[src/stdm_pkg.sv]
package stdm_pkg;
	localparam int          STDM_DATA_W        = 32;
	localparam int          STDM_ADDR_W        = 8;
	localparam int          STDM_MAX_CH        = 8;
	localparam int          STDM_DUR_FIELD_W   = 4;
	localparam int          STDM_ROLE_FIELD_W  = 2;
	localparam int          STDM_IDX_W         = 3;

	localparam logic [7:0]  STDM_OFS_CTRL      = 8'h00;
	localparam logic [7:0]  STDM_OFS_DUR_SRC   = 8'h04;
	localparam logic [7:0]  STDM_OFS_TRIG_ROLE = 8'h08;
	localparam logic [7:0]  STDM_OFS_TRIG_OUT  = 8'h0c;
	localparam logic [7:0]  STDM_OFS_CUR_CH    = 8'h10;
	localparam logic [7:0]  STDM_OFS_STATUS    = 8'h14;

	localparam int          STDM_CTRL_SEQ_ON   = 0;
	localparam int          STDM_CTRL_TRIG_EN  = 1;
	localparam int          STDM_CTRL_RUN      = 2;
	localparam int          STDM_CTRL_STOP     = 3;
	localparam int          STDM_CTRL_DEF_OUT  = 4;
	localparam int          STDM_CTRL_MARK_IN  = 5;

	localparam int          STDM_STAT_RUN_LSB  = 0;
	localparam int          STDM_STAT_WAIT_LSB = 8;
	localparam int          STDM_STAT_TRIGOUT  = 16;
	localparam int          STDM_STAT_TRIGIN   = 17;

	localparam logic [3:0]  STDM_DUR_OFF       = 4'h0;
	localparam logic [1:0]  STDM_ROLE_OFF      = 2'h0;
	localparam logic [1:0]  STDM_ROLE_IN       = 2'h1;
	localparam logic [1:0]  STDM_ROLE_OUT      = 2'h2;
	localparam logic [1:0]  STDM_ROLE_INOUT    = 2'h3;
	localparam int          STDM_ROLE_IN_BIT   = 0;
	localparam int          STDM_ROLE_OUT_BIT  = 1;

	localparam logic [2:0]  STDM_TRIG_OUT_RST  = 3'h0;
	localparam logic [2:0]  STDM_CUR_CH_RST    = 3'h0;

	typedef enum logic [1:0]
	{
		STDM_IDLE = 2'b00,
		STDM_WAIT = 2'b01,
		STDM_RUN  = 2'b11
	} stdm_state_t;
endpackage

[src/stdm_top.sv]
module stdm_top
	import stdm_pkg::*;
#(
	parameter int NUM_CH = STDM_MAX_CH
)
(
	input  wire logic                                I_CLK,
	input  wire logic                                I_RESET_N,
	input  wire logic [STDM_ADDR_W-1:0]              I_ADDR,
	input  wire logic [STDM_DATA_W-1:0]              I_WDATA,
	input  wire logic                                I_WR,
	input  wire logic                                I_RD,
	output logic      [STDM_DATA_W-1:0]              O_RDATA,
	input  wire logic                                I_TRIG_IN,
	input  wire logic [NUM_CH-1:0]                   I_CH_TRIG_SEQ,
	input  wire logic [NUM_CH-1:0]                   I_CH_SEQ_DONE,
	output logic                                     O_TRIG_OUT,
	output logic      [NUM_CH-1:0]                   O_CH_START,
	output logic      [NUM_CH-1:0]                   O_CH_RUN,
	output logic      [NUM_CH-1:0]                   O_CH_WAIT,
	output logic      [NUM_CH-1:0]                   O_CH_SEQ_ON,
	output logic      [NUM_CH*STDM_DUR_FIELD_W-1:0]  O_DUR_SEL
);

	localparam int DUR_W  = NUM_CH * STDM_DUR_FIELD_W;
	localparam int ROLE_W = NUM_CH * STDM_ROLE_FIELD_W;

	if (NUM_CH < 2 || NUM_CH > STDM_MAX_CH)
		$error("NUM_CH must lie between 2 and 8");

	logic [DUR_W-1:0]      dur_src_reg;
	logic [ROLE_W-1:0]     role_reg;
	logic [STDM_IDX_W-1:0] trig_out_src_reg;
	logic [STDM_IDX_W-1:0] cur_ch_reg;
	logic                  seq_on_reg;
	logic                  trig_en_reg;
	logic                  trig_sync1_reg;
	logic                  trig_sync2_reg;
	logic                  trig_sync3_reg;
	logic                  trig_start_reg;
	logic                  trig_out_reg;
	logic [STDM_DATA_W-1:0] rdata_reg;
	logic [NUM_CH-1:0]     start_reg;
	logic [NUM_CH-1:0]     run_reg;
	logic [NUM_CH-1:0]     wait_reg;
	logic [NUM_CH-1:0]     seq_on_ch_reg;
	logic [NUM_CH-1:0]     start_next;
	logic                  any_run;
	logic                  wr_ctrl;
	logic                  run_cmd;
	logic                  stop_cmd;
	stdm_state_t           state_reg  [NUM_CH];
	stdm_state_t           state_next [NUM_CH];

	function automatic logic role_has_in(input logic [1:0] role);
		return role[STDM_ROLE_IN_BIT];
	endfunction

	function automatic logic role_has_out(input logic [1:0] role);
		return role[STDM_ROLE_OUT_BIT];
	endfunction

	// Codes beyond the channel count would point at nothing, so they are stored as off.
	function automatic logic [3:0] clamp_src(input logic [3:0] code);
		if (code > 4'(NUM_CH))
		begin
			return STDM_DUR_OFF;
		end
		return code;
	endfunction

	function automatic logic idx_ok(input logic [STDM_IDX_W-1:0] idx);
		return 32'(idx) < NUM_CH;
	endfunction

	function automatic logic dur_on(input logic [3:0] code);
		return code != STDM_DUR_OFF;
	endfunction

	assign wr_ctrl  = I_WR && (I_ADDR == STDM_OFS_CTRL);
	assign run_cmd  = wr_ctrl && I_WDATA[STDM_CTRL_RUN];
	assign stop_cmd = wr_ctrl && I_WDATA[STDM_CTRL_STOP];
	assign any_run  = |run_reg;

	always_ff @(posedge I_CLK or negedge I_RESET_N)
	begin
		if (!I_RESET_N)
		begin
			seq_on_reg  <= 1'b0;
			trig_en_reg <= 1'b0;
		end
		else if (wr_ctrl)
		begin
			seq_on_reg  <= I_WDATA[STDM_CTRL_SEQ_ON];
			trig_en_reg <= I_WDATA[STDM_CTRL_TRIG_EN];
		end
	end

	always_ff @(posedge I_CLK or negedge I_RESET_N)
	begin
		if (!I_RESET_N)
		begin
			dur_src_reg <= '0;
		end
		else if (I_WR && I_ADDR == STDM_OFS_DUR_SRC)
		begin
			for (int i = 0; i < NUM_CH; i++)
			begin
				dur_src_reg[i*4 +: 4] <= clamp_src(I_WDATA[i*4 +: 4]);
			end
		end
	end

	always_ff @(posedge I_CLK or negedge I_RESET_N)
	begin
		if (!I_RESET_N)
			seq_on_ch_reg <= '0;
		else
		begin
			for (int i = 0; i < NUM_CH; i++)
			begin
				seq_on_ch_reg[i] <= dur_on(dur_src_reg[i*4 +: 4]);
			end
		end
	end

	always_ff @(posedge I_CLK or negedge I_RESET_N)
	begin
		if (!I_RESET_N)
			role_reg <= '0;
		else if (I_WR && I_ADDR == STDM_OFS_TRIG_ROLE)
		begin
			role_reg <= I_WDATA[ROLE_W-1:0];
		end
		else if (wr_ctrl)
		begin
			if (I_WDATA[STDM_CTRL_MARK_IN])
			begin
				role_reg[cur_ch_reg*2 + STDM_ROLE_IN_BIT] <= 1'b1;
			end
			if (I_WDATA[STDM_CTRL_DEF_OUT])
			begin
				role_reg[cur_ch_reg*2 + STDM_ROLE_OUT_BIT] <= 1'b1;
			end
		end
	end

	// A single index, not a mask, makes a second output source impossible to configure.
	always_ff @(posedge I_CLK or negedge I_RESET_N)
	begin
		if (!I_RESET_N)
		begin
			trig_out_src_reg <= STDM_TRIG_OUT_RST;
		end
		else if (I_WR && I_ADDR == STDM_OFS_TRIG_OUT)
		begin
			if (idx_ok(I_WDATA[STDM_IDX_W-1:0]))
			begin
				trig_out_src_reg <= I_WDATA[STDM_IDX_W-1:0];
			end
		end
		else if (wr_ctrl && I_WDATA[STDM_CTRL_DEF_OUT])
		begin
			trig_out_src_reg <= cur_ch_reg;
		end
	end

	always_ff @(posedge I_CLK or negedge I_RESET_N)
	begin
		if (!I_RESET_N)
			cur_ch_reg <= STDM_CUR_CH_RST;
		else if (I_WR && I_ADDR == STDM_OFS_CUR_CH && idx_ok(I_WDATA[STDM_IDX_W-1:0]))
		begin
			cur_ch_reg <= I_WDATA[STDM_IDX_W-1:0];
		end
	end

	always_ff @(posedge I_CLK or negedge I_RESET_N)
	begin
		if (!I_RESET_N)
		begin
			trig_sync1_reg <= 1'b0;
			trig_sync2_reg <= 1'b0;
			trig_sync3_reg <= 1'b0;
			trig_start_reg <= 1'b0;
		end
		else
		begin
			trig_sync1_reg <= I_TRIG_IN;
			trig_sync2_reg <= trig_sync1_reg;
			trig_sync3_reg <= trig_sync2_reg;
			trig_start_reg <= trig_sync2_reg && !trig_sync3_reg && trig_en_reg;
		end
	end

	always_comb
	begin
		for (int i = 0; i < NUM_CH; i++)
		begin
			state_next[i] = state_reg[i];
			start_next[i] = 1'b0;
			unique case (state_reg[i])
				STDM_IDLE:
				begin
					if (run_cmd && seq_on_reg
						&& dur_on(dur_src_reg[i*4 +: 4]))
					begin
						if (role_has_in(role_reg[i*2 +: 2]))
						begin
							state_next[i] = STDM_WAIT;
						end
						else
						begin
							state_next[i] = STDM_RUN;
							start_next[i] = 1'b1;
						end
					end
				end
				STDM_WAIT:
				begin
					if (stop_cmd)
					begin
						state_next[i] = STDM_IDLE;
					end
					else if (trig_start_reg && role_has_in(role_reg[i*2 +: 2])
						&& dur_on(dur_src_reg[i*4 +: 4]))
					begin
						state_next[i] = STDM_RUN;
						start_next[i] = 1'b1;
					end
				end
				STDM_RUN:
				begin
					if (stop_cmd || I_CH_SEQ_DONE[i])
					begin
						state_next[i] = STDM_IDLE;
					end
				end
				default:
				begin
					state_next[i] = STDM_IDLE;
				end
			endcase
		end
	end

	always_ff @(posedge I_CLK or negedge I_RESET_N)
	begin
		if (!I_RESET_N)
		begin
			for (int i = 0; i < NUM_CH; i++)
			begin
				state_reg[i] <= STDM_IDLE;
			end
			start_reg <= '0;
			run_reg   <= '0;
			wait_reg  <= '0;
		end
		else
		begin
			for (int i = 0; i < NUM_CH; i++)
			begin
				state_reg[i] <= state_next[i];
				run_reg[i]   <= state_next[i] == STDM_RUN;
				wait_reg[i]  <= state_next[i] == STDM_WAIT;
			end
			start_reg <= start_next;
		end
	end

	// The source drives the output only while its role has OUT and some channel runs, so a stale index stays silent.
	always_ff @(posedge I_CLK or negedge I_RESET_N)
	begin
		if (!I_RESET_N)
			trig_out_reg <= 1'b0;
		else
		begin
			trig_out_reg <= any_run && role_has_out(role_reg[trig_out_src_reg*2 +: 2])
				&& I_CH_TRIG_SEQ[trig_out_src_reg];
		end
	end

	always_ff @(posedge I_CLK or negedge I_RESET_N)
	begin
		if (!I_RESET_N)
			rdata_reg <= '0;
		else
		begin
			rdata_reg <= '0;
			if (I_RD)
			begin
				unique case (I_ADDR)
					STDM_OFS_CTRL:
					begin
						rdata_reg[STDM_CTRL_SEQ_ON]  <= seq_on_reg;
						rdata_reg[STDM_CTRL_TRIG_EN] <= trig_en_reg;
					end
					STDM_OFS_DUR_SRC:   rdata_reg[DUR_W-1:0]      <= dur_src_reg;
					STDM_OFS_TRIG_ROLE: rdata_reg[ROLE_W-1:0]     <= role_reg;
					STDM_OFS_TRIG_OUT:  rdata_reg[STDM_IDX_W-1:0] <= trig_out_src_reg;
					STDM_OFS_CUR_CH:    rdata_reg[STDM_IDX_W-1:0] <= cur_ch_reg;
					STDM_OFS_STATUS:
					begin
						rdata_reg[STDM_STAT_RUN_LSB +: NUM_CH]  <= run_reg;
						rdata_reg[STDM_STAT_WAIT_LSB +: NUM_CH] <= wait_reg;
						rdata_reg[STDM_STAT_TRIGOUT]            <= trig_out_reg;
						rdata_reg[STDM_STAT_TRIGIN]             <= trig_sync2_reg;
					end
					default:            rdata_reg <= '0;
				endcase
			end
		end
	end

	assign O_RDATA     = rdata_reg;
	assign O_TRIG_OUT  = trig_out_reg;
	assign O_CH_START  = start_reg;
	assign O_CH_RUN    = run_reg;
	assign O_CH_WAIT   = wait_reg;
	assign O_CH_SEQ_ON = seq_on_ch_reg;
	assign O_DUR_SEL   = dur_src_reg;

endmodule // stdm_top

[config.mk]
export PLATFORM = sky130hd
export DESIGN_NAME = stdm_top
export DESIGN_NICKNAME = d
export VERILOG_FILES = /design/src/stdm_pkg.sv /design/src/stdm_top.sv
export SDC_FILE = /design/constraint.sdc
export NUM_CORES = 1
export LEC_CHECK = 0
export ABC_AREA = 1
export ABC_CLOCK_PERIOD_IN_PS = 1500
export BUFFER_PORTS_ARGS = -buffer_cell sky130_fd_sc_hd__buf_2
export CORE_ASPECT_RATIO = 1.4
export CORE_UTILIZATION = 48
export DETAILED_ROUTE_END_ITERATION = 6
export GPL_TIMING_DRIVEN = 0
export HOLD_SLACK_MARGIN = 0.02
export PLACE_DENSITY = 0.76
export SYNTH_ARGS = -nofsm -noshare
export SYNTH_HDL_FRONTEND = slang
export SYNTH_SLANG_ARGS = --single-unit
[constraint.sdc]
create_clock -name I_CLK -period 1.5 [get_ports I_CLK]
set_input_delay 0.3 -clock I_CLK [delete_from_list [all_inputs] [get_ports I_CLK]]
set_output_delay 0.3 -clock I_CLK [all_outputs]
set_load 0.01 [all_outputs]
# Word-level counts from Yosys, hierarchy flattened

Cells that the tools add are included.

Magnitude comparators: 13
Mux-type cells: 140
Shift operators: 1
$add $sub $neg: 1
Equal/unequal tests: 37
Reduce and logical (&&, ||, !) cells: 68
Bitwise logic cells: 2

Operator list:

| kind                 | number |
|---|---|
| $mux W16             | 6 |
| $mux W2              | 40 |
| $mux W4              | 16 |
| $mux W1              | 51 |
| $pmux W2 S3          | 8 |
| $logic_and A1 B1 Y1  | 39 |
| $pmux W13 S3         | 1 |
| $eq A2 B1 Y1 const B | 16 |
| $eq A2 B2 Y1 const B | 16 |
| $gt A4 B4 Y1 const B | 8 |
| $mux W32             | 1 |
| $reduce_bool A4 Y1   | 8 |
| $eq A8 B4 Y1 const B | 2 |
| $eq A8 B5 Y1 const B | 2 |
| $logic_not A2 Y1     | 8 |
| $or A16 B15 Y16      | 1 |
| $or A16 B16 Y16      | 1 |
| $pmux W1 S2          | 8 |
| $shiftx A16 B5 Y2    | 1 |
| $mux W14             | 1 |
| $pmux W2 S6          | 1 |
| $eq A8 B3 Y1 const B | 1 |
| $logic_not A8 Y1     | 1 |
| $logic_or A1 B1 Y1   | 8 |
| other kinds (15)     | 17 |

Output and inout port bits: 97
Input port bits: 61
Word-level logic and storage cells: 286
Register bits after elaboration: 141

# Longest topological paths before layout

Gate-level depths: netlist of the first run.

Depth after elaboration: 12
Gate-level depth with buffers: 11

# Worst setup path after synthesis of the first run

OpenSTA, ideal clock, no wires.

Path type: input -> register
Start: input I_ADDR[7]
End: register role_reg[9]
Library setup time: 0.117 ns
Cell stages on the path: 10
Path buffers: 0
Path slack: -0.051 ns
Data required time: 1.383 ns
Data arrival time: 1.434 ns
Cells stage by stage: nor2_1 -> nand2_1 -> nor2_4 -> nand2_1 -> inv_1 -> nand2_1 -> nand2_2 -> inv_2 -> nand2_1 -> nand2_1

Cells in the longest elaborated chain, start to end: 3
Elaborated cells on any way between the ends: 6

Ends and longest elaborated chain:

| element                                          | RTL line                        | RTL |
|---|---|---|
| start: declaration                               | stdm_top.sv:9                   | `input wire logic [STDM_ADDR_W-1:0] I_ADDR,` |
| $eq A8 B4 Y1 or $logic_not A8 Y1 (tied branches) | stdm_top.sv:131, stdm_top.sv:80 |  |
| $logic_and A1 B1 Y1, on equally long branches    | stdm_top.sv:131, stdm_top.sv:80 |  |
| $mux W16 or $reduce_bool A2 Y1 (tied branches)   | n/a                             |  |
| end signal: assignment                           | stdm_top.sv:133                 | `role_reg <= I_WDATA[ROLE_W-1:0];` |
| end: declaration                                 | stdm_top.sv:32                  | `logic [ROLE_W-1:0] role_reg;` |

Several ways; a longest one is shown, not always the timed one.
A chain may end at the register's enable or synchronous reset.

# Worst setup path after layout of the first run

Start: input I_ADDR[5]
End: register rdata_reg[12], in the netlist O_RDATA[12]

Cells in the longest elaborated chain, start to end: 3
Elaborated cells on any way between the ends: 5

Ends and longest elaborated chain:

| element                                    | RTL line        | RTL |
|---|---|---|
| $eq A8 B5 Y1, or another cell as far along | stdm_top.sv:292 | `unique case (I_ADDR)` |
| $pmux W13 S3 (*)                           | stdm_top.sv:292 |  |
| $mux W32 (*)                               | stdm_top.sv:290 | `if (I_RD)` |
| end signal: indexed assignment             | stdm_top.sv:295 | `rdata_reg[STDM_CTRL_SEQ_ON] <= seq_on_reg;` |
| end signal: indexed assignment             | stdm_top.sv:296 | `rdata_reg[STDM_CTRL_TRIG_EN] <= trig_en_reg;` |
| end signal: indexed assignment             | stdm_top.sv:298 | `STDM_OFS_DUR_SRC: rdata_reg[DUR_W-1:0] <= dur_src_reg;` |
| end: declaration                           | stdm_top.sv:42  | `logic [STDM_DATA_W-1:0] rdata_reg;` |

Every way passes the cells marked *; elsewhere a longest branch is shown, timed or not.

==> parameters.txt, run 1 <==
Parameter                              Value

Timing
  Setup repair after global routing missed its margin ... true
  Achievable Freq ... 678 MHz
  Number of slew-limit violations in the final report ... 0
  Remaining max-slew budget at the tightest pin ... 0.532
  Worst slack on hold paths ... 0.143 ns
  Post-route clock period utilization ... 0.984
  Final Hold Fails ... 0
  Setup-failing EPs final ... 0
  Post-layout minimum cycle time ... 1.48 ns
  Layout Skew ... 0.00703 ns
  Transition time of the tightest slew-check pin ... 0.702 ns

Die
  Die Outline Area ... 13,800 um2
  Core Footprint ... 12,900 um2
  Height of the die ... 139 um
  Effective utilization at floorplan ... 0.494
  Core Rows ... 49
  Number of top-level design ports ... 158
  Floorplan die width ... 99.5 um

Worst setup path
  Critical Path Start Type ... input port
  Internal reg-to-reg setup slack ... 0.05 ns
  Critical Path RT ... 1.80 ns
  Launch instance of the worst register-to-register path ... cur_ch_reg[2]$_DFFE_PN0P_
  R2R cell count ... 6
  Critical path class ... in -> reg
  Worst-path maximum fanout ... 10
  Type of destination of the critical path ... flip-flop
  Critical R2R Capture ... role_reg[11]$_DFFE_PN0P_
  Crit path arrival time ... 1.77 ns

Clock tree
  CTS Root Buffer Type ... clkbuf_16
  CTS max path bufs ... 2
  Worst-Skew Late Latency ... 0.42 ns
  Clock H-tree levels ... 4
  TritonCTS clock tree ... built
  Clock transition at the registers of the reported paths ... 0.06 ns
  CTS Buf Count ... 17
  Total clock sinks ... 141

Power
  Sw frac ... 0.257
  Clk network pwr share ... 0.460
  Leakage power figure ... 4.53 nW
  Portion of total power attributed to sequential cells ... 0.450
  Max rail drop VDD ... 0.000731 V
  Combinational cell fraction of total power ... 0.090
  Total power density per cell area ... 1110 nW/um2
  Internal power contribution ... 0.00678 W
  Switching power ... 0.00234 W

Synthesis
  Post-synthesis async set-or-reset flop share ... 1.00
  Cell types occupying the most area after synthesis ... dfrtp_1, nand2_1, nand3_1
  Mean instance size in the synthesized netlist ... 8.14 um2
  Post-Synthesis Cells ... 785
  Post-synth top area share ... 0.552
  Net Count, Synth ... 846
  Count of synthesis-stage warnings from yosys ... 0
  Most used flip-flop cell after synthesis ... dfrtp_1
  Fraction of the yosys area taken by sequential cells ... 0.552
  Number of unique standard cell types used by synthesis ... 28
  Count of flip-flops with a built-in enable after synthesis ... 0
  Flop and latch count out of synthesis ... 141
  Leading area contributor after synthesis ... dfrtp_1
  Post-synthesis instance area ... 6390 um2

Route
  Final routed wirelength across all metal layers ... 20.0 mm
  Via count of the routed design ... 6,286
  DR WL/cell ... 17.2 um
  DRC violations left ... 0
  Detailed router's first-iteration violation count ... 499
  Mean number of vias per cell ... 5.40
  Antenna Nets Post-Route ... 0
  Initial DRT Pass Iterations ... 6

Global route
  GRT Overall Usage ... 0.302
  Antenna violations before repair ... 0
  Vias in the first global route ... 6,059
  Global-route wire length before repair ... 31.2 mm
  Remaining Overflow, GRT ... 0
  Pin count of the biggest net entering global routing ... 95

Hold path
  Cell count of the worst hold path ... 3
  Tightest Hold Check Type ... in -> reg
  Worst hold endpoint ... O_DUR_SEL[21]$_DFFE_PN0P_
  Beginning of the worst hold path ... I_WDATA[21]

Cells and area
  Ratio of cells with drive above 1 in the final layout ... 0.248
  Leading cell type in the layout, fill and taps excluded ... nand2_1
  Count of antenna diodes in the layout ... 0
  Design area ... 8210 um2
  Count of non-filler cells in the finished layout ... 1,163
  Nets@finish ... 1,033
  Commonest cells after routing, fill and taps aside ... nand2_1, buf_2, dfrtp_1, nand3_1, inv_1
  Signed area change from the synthesized netlist to the final layout ... 28.5%

Placement
  Global placer's final weighted congestion ... 0.924
  Number of cells after detailed placement ... 1,120
  # port buffers ... 156
  Placed Area ... 7430 um2
  Placed wire-length estimate ... 14.7 mm

Run
  Maximum Capacitance Violations ... 0

Run status
  Run status ... completed
## worst max-delay path, cell delays in order
cell and delay (ns):
buf_2 0.13, nor2_2 0.15, nand2_4 0.11, buf_4 0.15, nor3_2 0.25, clkbuf_2 0.31, nand2_1 0.08, a21oi_1 0.29
## per-layer routing
layer,track usage,wire [um]
met1,0.367,7470
met4,0.165,1010
met3,0.0571,1510
met5,0,0
met2,0.503,10000
## power by group through the flow
stage	logic (W)	clock network, W	registers (W)
after floorplan	0.000332	0	0.00416
after global placement	0.000759	0	0.00416
after detailed placement	0.000785	0	0.00416
after CTS	0.000798	0.00423	0.00410
after global routing	0.000913	0.00440	0.00412
final	0.000819	0.00420	0.00411
## logic make-up after synthesis
kind of cell | share of synthesized area
DFF | 0.552
AOI/OAI and AO/OA | 0.0725
and+or+nand+nor | 0.304
buffers and inverters | 0.0713
## cells in the mapped netlist (all sizes together) (3+ instances only)
cell type,count
o211ai,3
nor3,32
buf,13
nand4,16
clkbuf,10
nor2,76
inv,91
a21oi,30
nand2,210
o21ai,55
nor4,8
dfrtp,141
nand3,95
## worst max-delay path by stage
| stage | endpoint | cells past startpoint | from |
|---|---|---|---|
| after detailed placement | O_RDATA[12]$_DFF_PN0_ | 7 | I_ADDR[7] |
| after global placement | O_RDATA[0]$_DFF_PN0_ | 1 | I_RESET_N |
| after global routing | O_RDATA[6]$_DFF_PN0_ | 11 | I_ADDR[7] |
| final | O_RDATA[12]$_DFF_PN0_ | 8 | I_ADDR[5] |
| after floorplan | role_reg[11]$_DFFE_PN0P_ | 11 | I_ADDR[7] |
| after CTS | role_reg[14]$_DFFE_PN0P_ | 12 | I_ADDR[7] |
## what timing repair did
item | in CTS | in global routing
hold endpoints to repair | 48 | 0
gates resized for setup | 3 | 25
hold buffers | 2 | 0
endpoints found under the setup margin | 53 | 77
gates cloned | 0 | 0
pin swaps | 4 | 3
setup buffers | 6 | 4
## layout make-up
type | count | area [um2]
timing repair buffer | 169 | 926
clock buffer | 20 | 457
fill | 1091 | 4730
tap | 178 | 223
sequential | 141 | 3530
inverter | 92 | 352
buffer | 22 | 120
clock inverter | 12 | 136
multi-input combinational | 529 | 2460
## through the flow
step           worst slack (ns)  TNS (ns)  total power [W]   util
2_1_floorplan            0.0119         0          0.00450      -
3_3_place_gp              -1.76   -291.97          0.00492  0.572
3_5_place_dp             -0.524    -47.84          0.00494  0.575
4_1_cts                 0.00731         0          0.00913  0.627
5_1_grt                 -0.0105   -0.0117          0.00943  0.634
6_report                 0.0243         0          0.00913  0.634
(Power assumes the default switching activity.)
==> inputs of run 2 (changes only) <==
--- a/config.mk
+++ b/config.mk
@@ -8,9 +8,10 @@
 export ABC_AREA = 1
 export ABC_CLOCK_PERIOD_IN_PS = 1500
 export BUFFER_PORTS_ARGS = -buffer_cell sky130_fd_sc_hd__buf_2
-export CORE_ASPECT_RATIO = 1.4
+export CORE_ASPECT_RATIO = 1.25
 export CORE_UTILIZATION = 48
 export DETAILED_ROUTE_END_ITERATION = 6
+export GPL_ROUTABILITY_DRIVEN = 0
 export GPL_TIMING_DRIVEN = 0
 export HOLD_SLACK_MARGIN = 0.02
 export PLACE_DENSITY = 0.76
==> parameters.txt, run 2 (synthesis results as in run 1) <==
Parameter                              Value

Run status
  Run status ... completed

Power
  Internal power contribution ... 0.00681 W (+0.31%)
  Max rail drop VDD ... 0.000752 V (+2.9%)
  Leakage power figure ... 4.51 nW (-0.55%)
  Portion of total power attributed to sequential cells ... 0.446 (-0.004)
  Combinational cell fraction of total power ... 0.088 (-0.002)
  Total Power ... 0.00920 W (+0.85%)
  Sw frac ... 0.261 (+0.00399)
  Total power density per cell area ... 1130 nW/um2 (+1.2%)
  Switching power ... 0.00240 W (+2.4%)
  Clk network pwr share ... 0.466 (+0.006)

Global route
  Global-route wire length before repair ... 30.7 mm (-1.5%)
  Antenna violations before repair ... 0 (unchanged)
  Met1 Track Usage GR ... 0.362 (-0.00594)
  Met3 Usage GRT ... 0.0699 (+0.0128)
  Vias in the first global route ... 5,982 (-1.3%)
  Pin count of the biggest net entering global routing ... 73 (-23%)
  GRT Max-Usage Layer ... met2
  Met2 usage in global routing ... 0.498 (-0.00447)
  Remaining Overflow, GRT ... 0 (unchanged)
  GRT Overall Usage ... 0.301 (-0.000934)

Cells and area
  Signed area change from the synthesized netlist to the final layout ... 28.0%
  Count of antenna diodes in the layout ... 0 (unchanged)
  Ratio of cells with drive above 1 in the final layout ... 0.248 (+0.000757)
  Flip-flop and latch area ... 3530 um2 (about the same)
  Design area ... 8180 um2 (-0.32%)
  Nets@finish ... 1,030 (-0.29%)
  Leading cell type in the layout, fill and taps excluded ... nand2_1
  Number of fill cells in the layout ... 1,064 (-2.5%)
  Commonest cells after routing, fill and taps aside ... nand2_1, buf_2, dfrtp_1, nand3_1, inv_1
  Area used by multi-input combinational logic ... 2460 um2 (-0.15%)

Clock tree
  CTS Root Buffer Type ... clkbuf_16
  CTS max path bufs ... 2 (unchanged)
  Worst-Skew Late Latency ... 0.42 ns (about the same)
  TritonCTS clock tree ... built
  Clock transition at the registers of the reported paths ... 0.06 ns (about the same)
  Total clock sinks ... 141 (unchanged)
  CTS Buf Count ... 17 (unchanged)
  Clock H-tree levels ... 4 (unchanged)

Worst setup path
  Delay of the slowest cell on the worst path ... 0.20 ns (-0.11 ns)
  Crit path arrival time ... 1.76 ns (about the same)
  CP Cell Sequence ... buf_2, nor2_1, nand2_2, clkinv_4, nand2_2, nor2_4, inv_2, buf_2, o21ai_0, nand2_1, nand2_1, nand2_1
  Crit path max-delay cell type ... buf_2
  Worst-path maximum fanout ... 10 (unchanged)
  Critical Path RT ... 1.82 ns (+0.02 ns)
  Critical Path Start Type ... input port
  Critical path class ... in -> reg
  CP dominant cell by count ... nand2_1
  Type of destination of the critical path ... flip-flop

Timing
  Achievable Freq ... 693 MHz (+2.3%)
  Post-layout minimum cycle time ... 1.44 ns (-0.0328 ns)
  Number of slew-limit violations in the final report ... 0 (unchanged)
  Worst slack on hold paths ... 0.128 ns (-0.0152 ns)
  Setup-failing EPs final ... 0 (unchanged)
  Layout Skew ... 0.00673 ns (-0.000292 ns)
  Final worst-path setup slack ... 0.0571 ns (+0.0328 ns)
  Transition time of the tightest slew-check pin ... 0.654 ns (-0.0486 ns)
  Final Hold Fails ... 0 (unchanged)
  Post-route clock period utilization ... 0.962 (-0.0218)
  Remaining max-slew budget at the tightest pin ... 0.564 (+0.0324)

Die
  Effective utilization at floorplan ... 0.498 (+0.00390)
  Core Footprint ... 12,800 um2 (-0.78%)
  Die Outline Area ... 13,800 um2 (about the same)
  Floorplan die width ... 105 um (+5.7%)
  Core Rows ... 46 (-6.1%)
  Height of the die ... 131 um (-5.4%)
  Number of top-level design ports ... 158 (unchanged)

Placement
  Placed wire-length estimate ... 14.6 mm (-0.92%)
  # port buffers ... 156 (unchanged)
  Placed Area ... 7420 um2 (-0.17%)
  Post-Place Setup Slack ... -0.504 ns (+0.0204 ns)

Route
  Antenna Nets Post-Route ... 0 (unchanged)
  DR WL/cell ... 17.4 um (+0.89%)
  Mean number of vias per cell ... 5.44 (+0.58%)
  Via count of the routed design ... 6,252 (-0.54%)
  DRC violations left ... 0 (unchanged)
  Detailed router's first-iteration violation count ... 626 (+25%)
  Final routed wirelength across all metal layers ... 20.0 mm (-0.23%)
  Initial DRT Pass Iterations ... 5 (-1)

Hold path
  Tightest Hold Check Type ... in -> reg

Run
  Maximum Capacitance Violations ... 0 (unchanged)
## run 2: cell types whose count changed in the layout (fill, tap and decap cells not counted), sizes merged
| cell | change |
|---|---|
| clkbuf | -3 |
| inv | +2 |
| clkinvlp | +1 |
| buf | -1 |
| clkinv | -2 |
## run 2: metrics by stage
step	cells	util	TNS, ns
detailed placement	1110	0.578	-48.06
global placement	1109	0.576	-291.61
finish	1150	0.637	0
floorplan	785	-	0
global route	1150	0.637	-0.0713
CTS	1146	0.631	0
## run 2: repair_timing
item                                    in CTS  in global routing
hold endpoints to repair                    70                  0
endpoints found under the setup margin      69                 60
hold buffers                                 2                  0
pin swaps                                    3                  2
resized for setup                            5                 18
buffers inserted                             3                  5
## run 2: layout make-up
class	count	area share
Timing Repair Buffer	167	0.111
Multi-Input combinational cell	529	0.301
Inverter	92	0.0433
Clock buffer	19	0.0554
Sequential cell	141	0.432
Buffer	21	0.0136
Tap cell	168	0.0257
Clock inverter	13	0.0188
## run 2: path summary, 6_finish.rpt
check                                          startpoint                        end  slack, ns  cells after the start
worst max register to register  cur_ch_reg[2]$_DFFE_PN0P_   role_reg[12]$_DFFE_PN0P_       0.13                      6
max in group asynchronous                       I_RESET_N  cur_ch_reg[2]$_DFFE_PN0P_       0.26                      3
worst min register to register   trig_sync1_reg$_DFF_PN0_   trig_sync2_reg$_DFF_PN0_       0.35                      0
min in group asynchronous                       I_RESET_N  O_DUR_SEL[25]$_DFFE_PN0P_       0.45                      2
worst min-delay path                          I_WDATA[26]  O_DUR_SEL[26]$_DFFE_PN0P_       0.13                      3
worst max-delay path                            I_ADDR[5]    role_reg[7]$_DFFE_PN0P_       0.06                     12
## run 2: worst max-delay path, delay by kind of cell
kind / cells / cell delay (ns)
AOI/OAI and AO/OA: 1 / 0.10
buffers and inverters: 4 / 0.58
and+or+nand+nor: 7 / 0.77
## run 2: routing by layer
metal | vias to the layer above | part of all wire
met2 | 367 | 0.49
met1 | 2892 | 0.37
met5 | - | 0
met3 | 74 | 0.090
met4 | 0 | 0.054
li1 | 2919 | -
## run 2: power by group through the flow
stage          sequential, W  combinational [W]  clock [W]
2_1_floorplan        0.00416           0.000332          0
5_1_grt              0.00412           0.000903    0.00447
6_report             0.00410           0.000814    0.00429
3_5_place_dp         0.00416           0.000783          0
3_3_place_gp         0.00416           0.000758          0
4_1_cts              0.00410           0.000798    0.00432
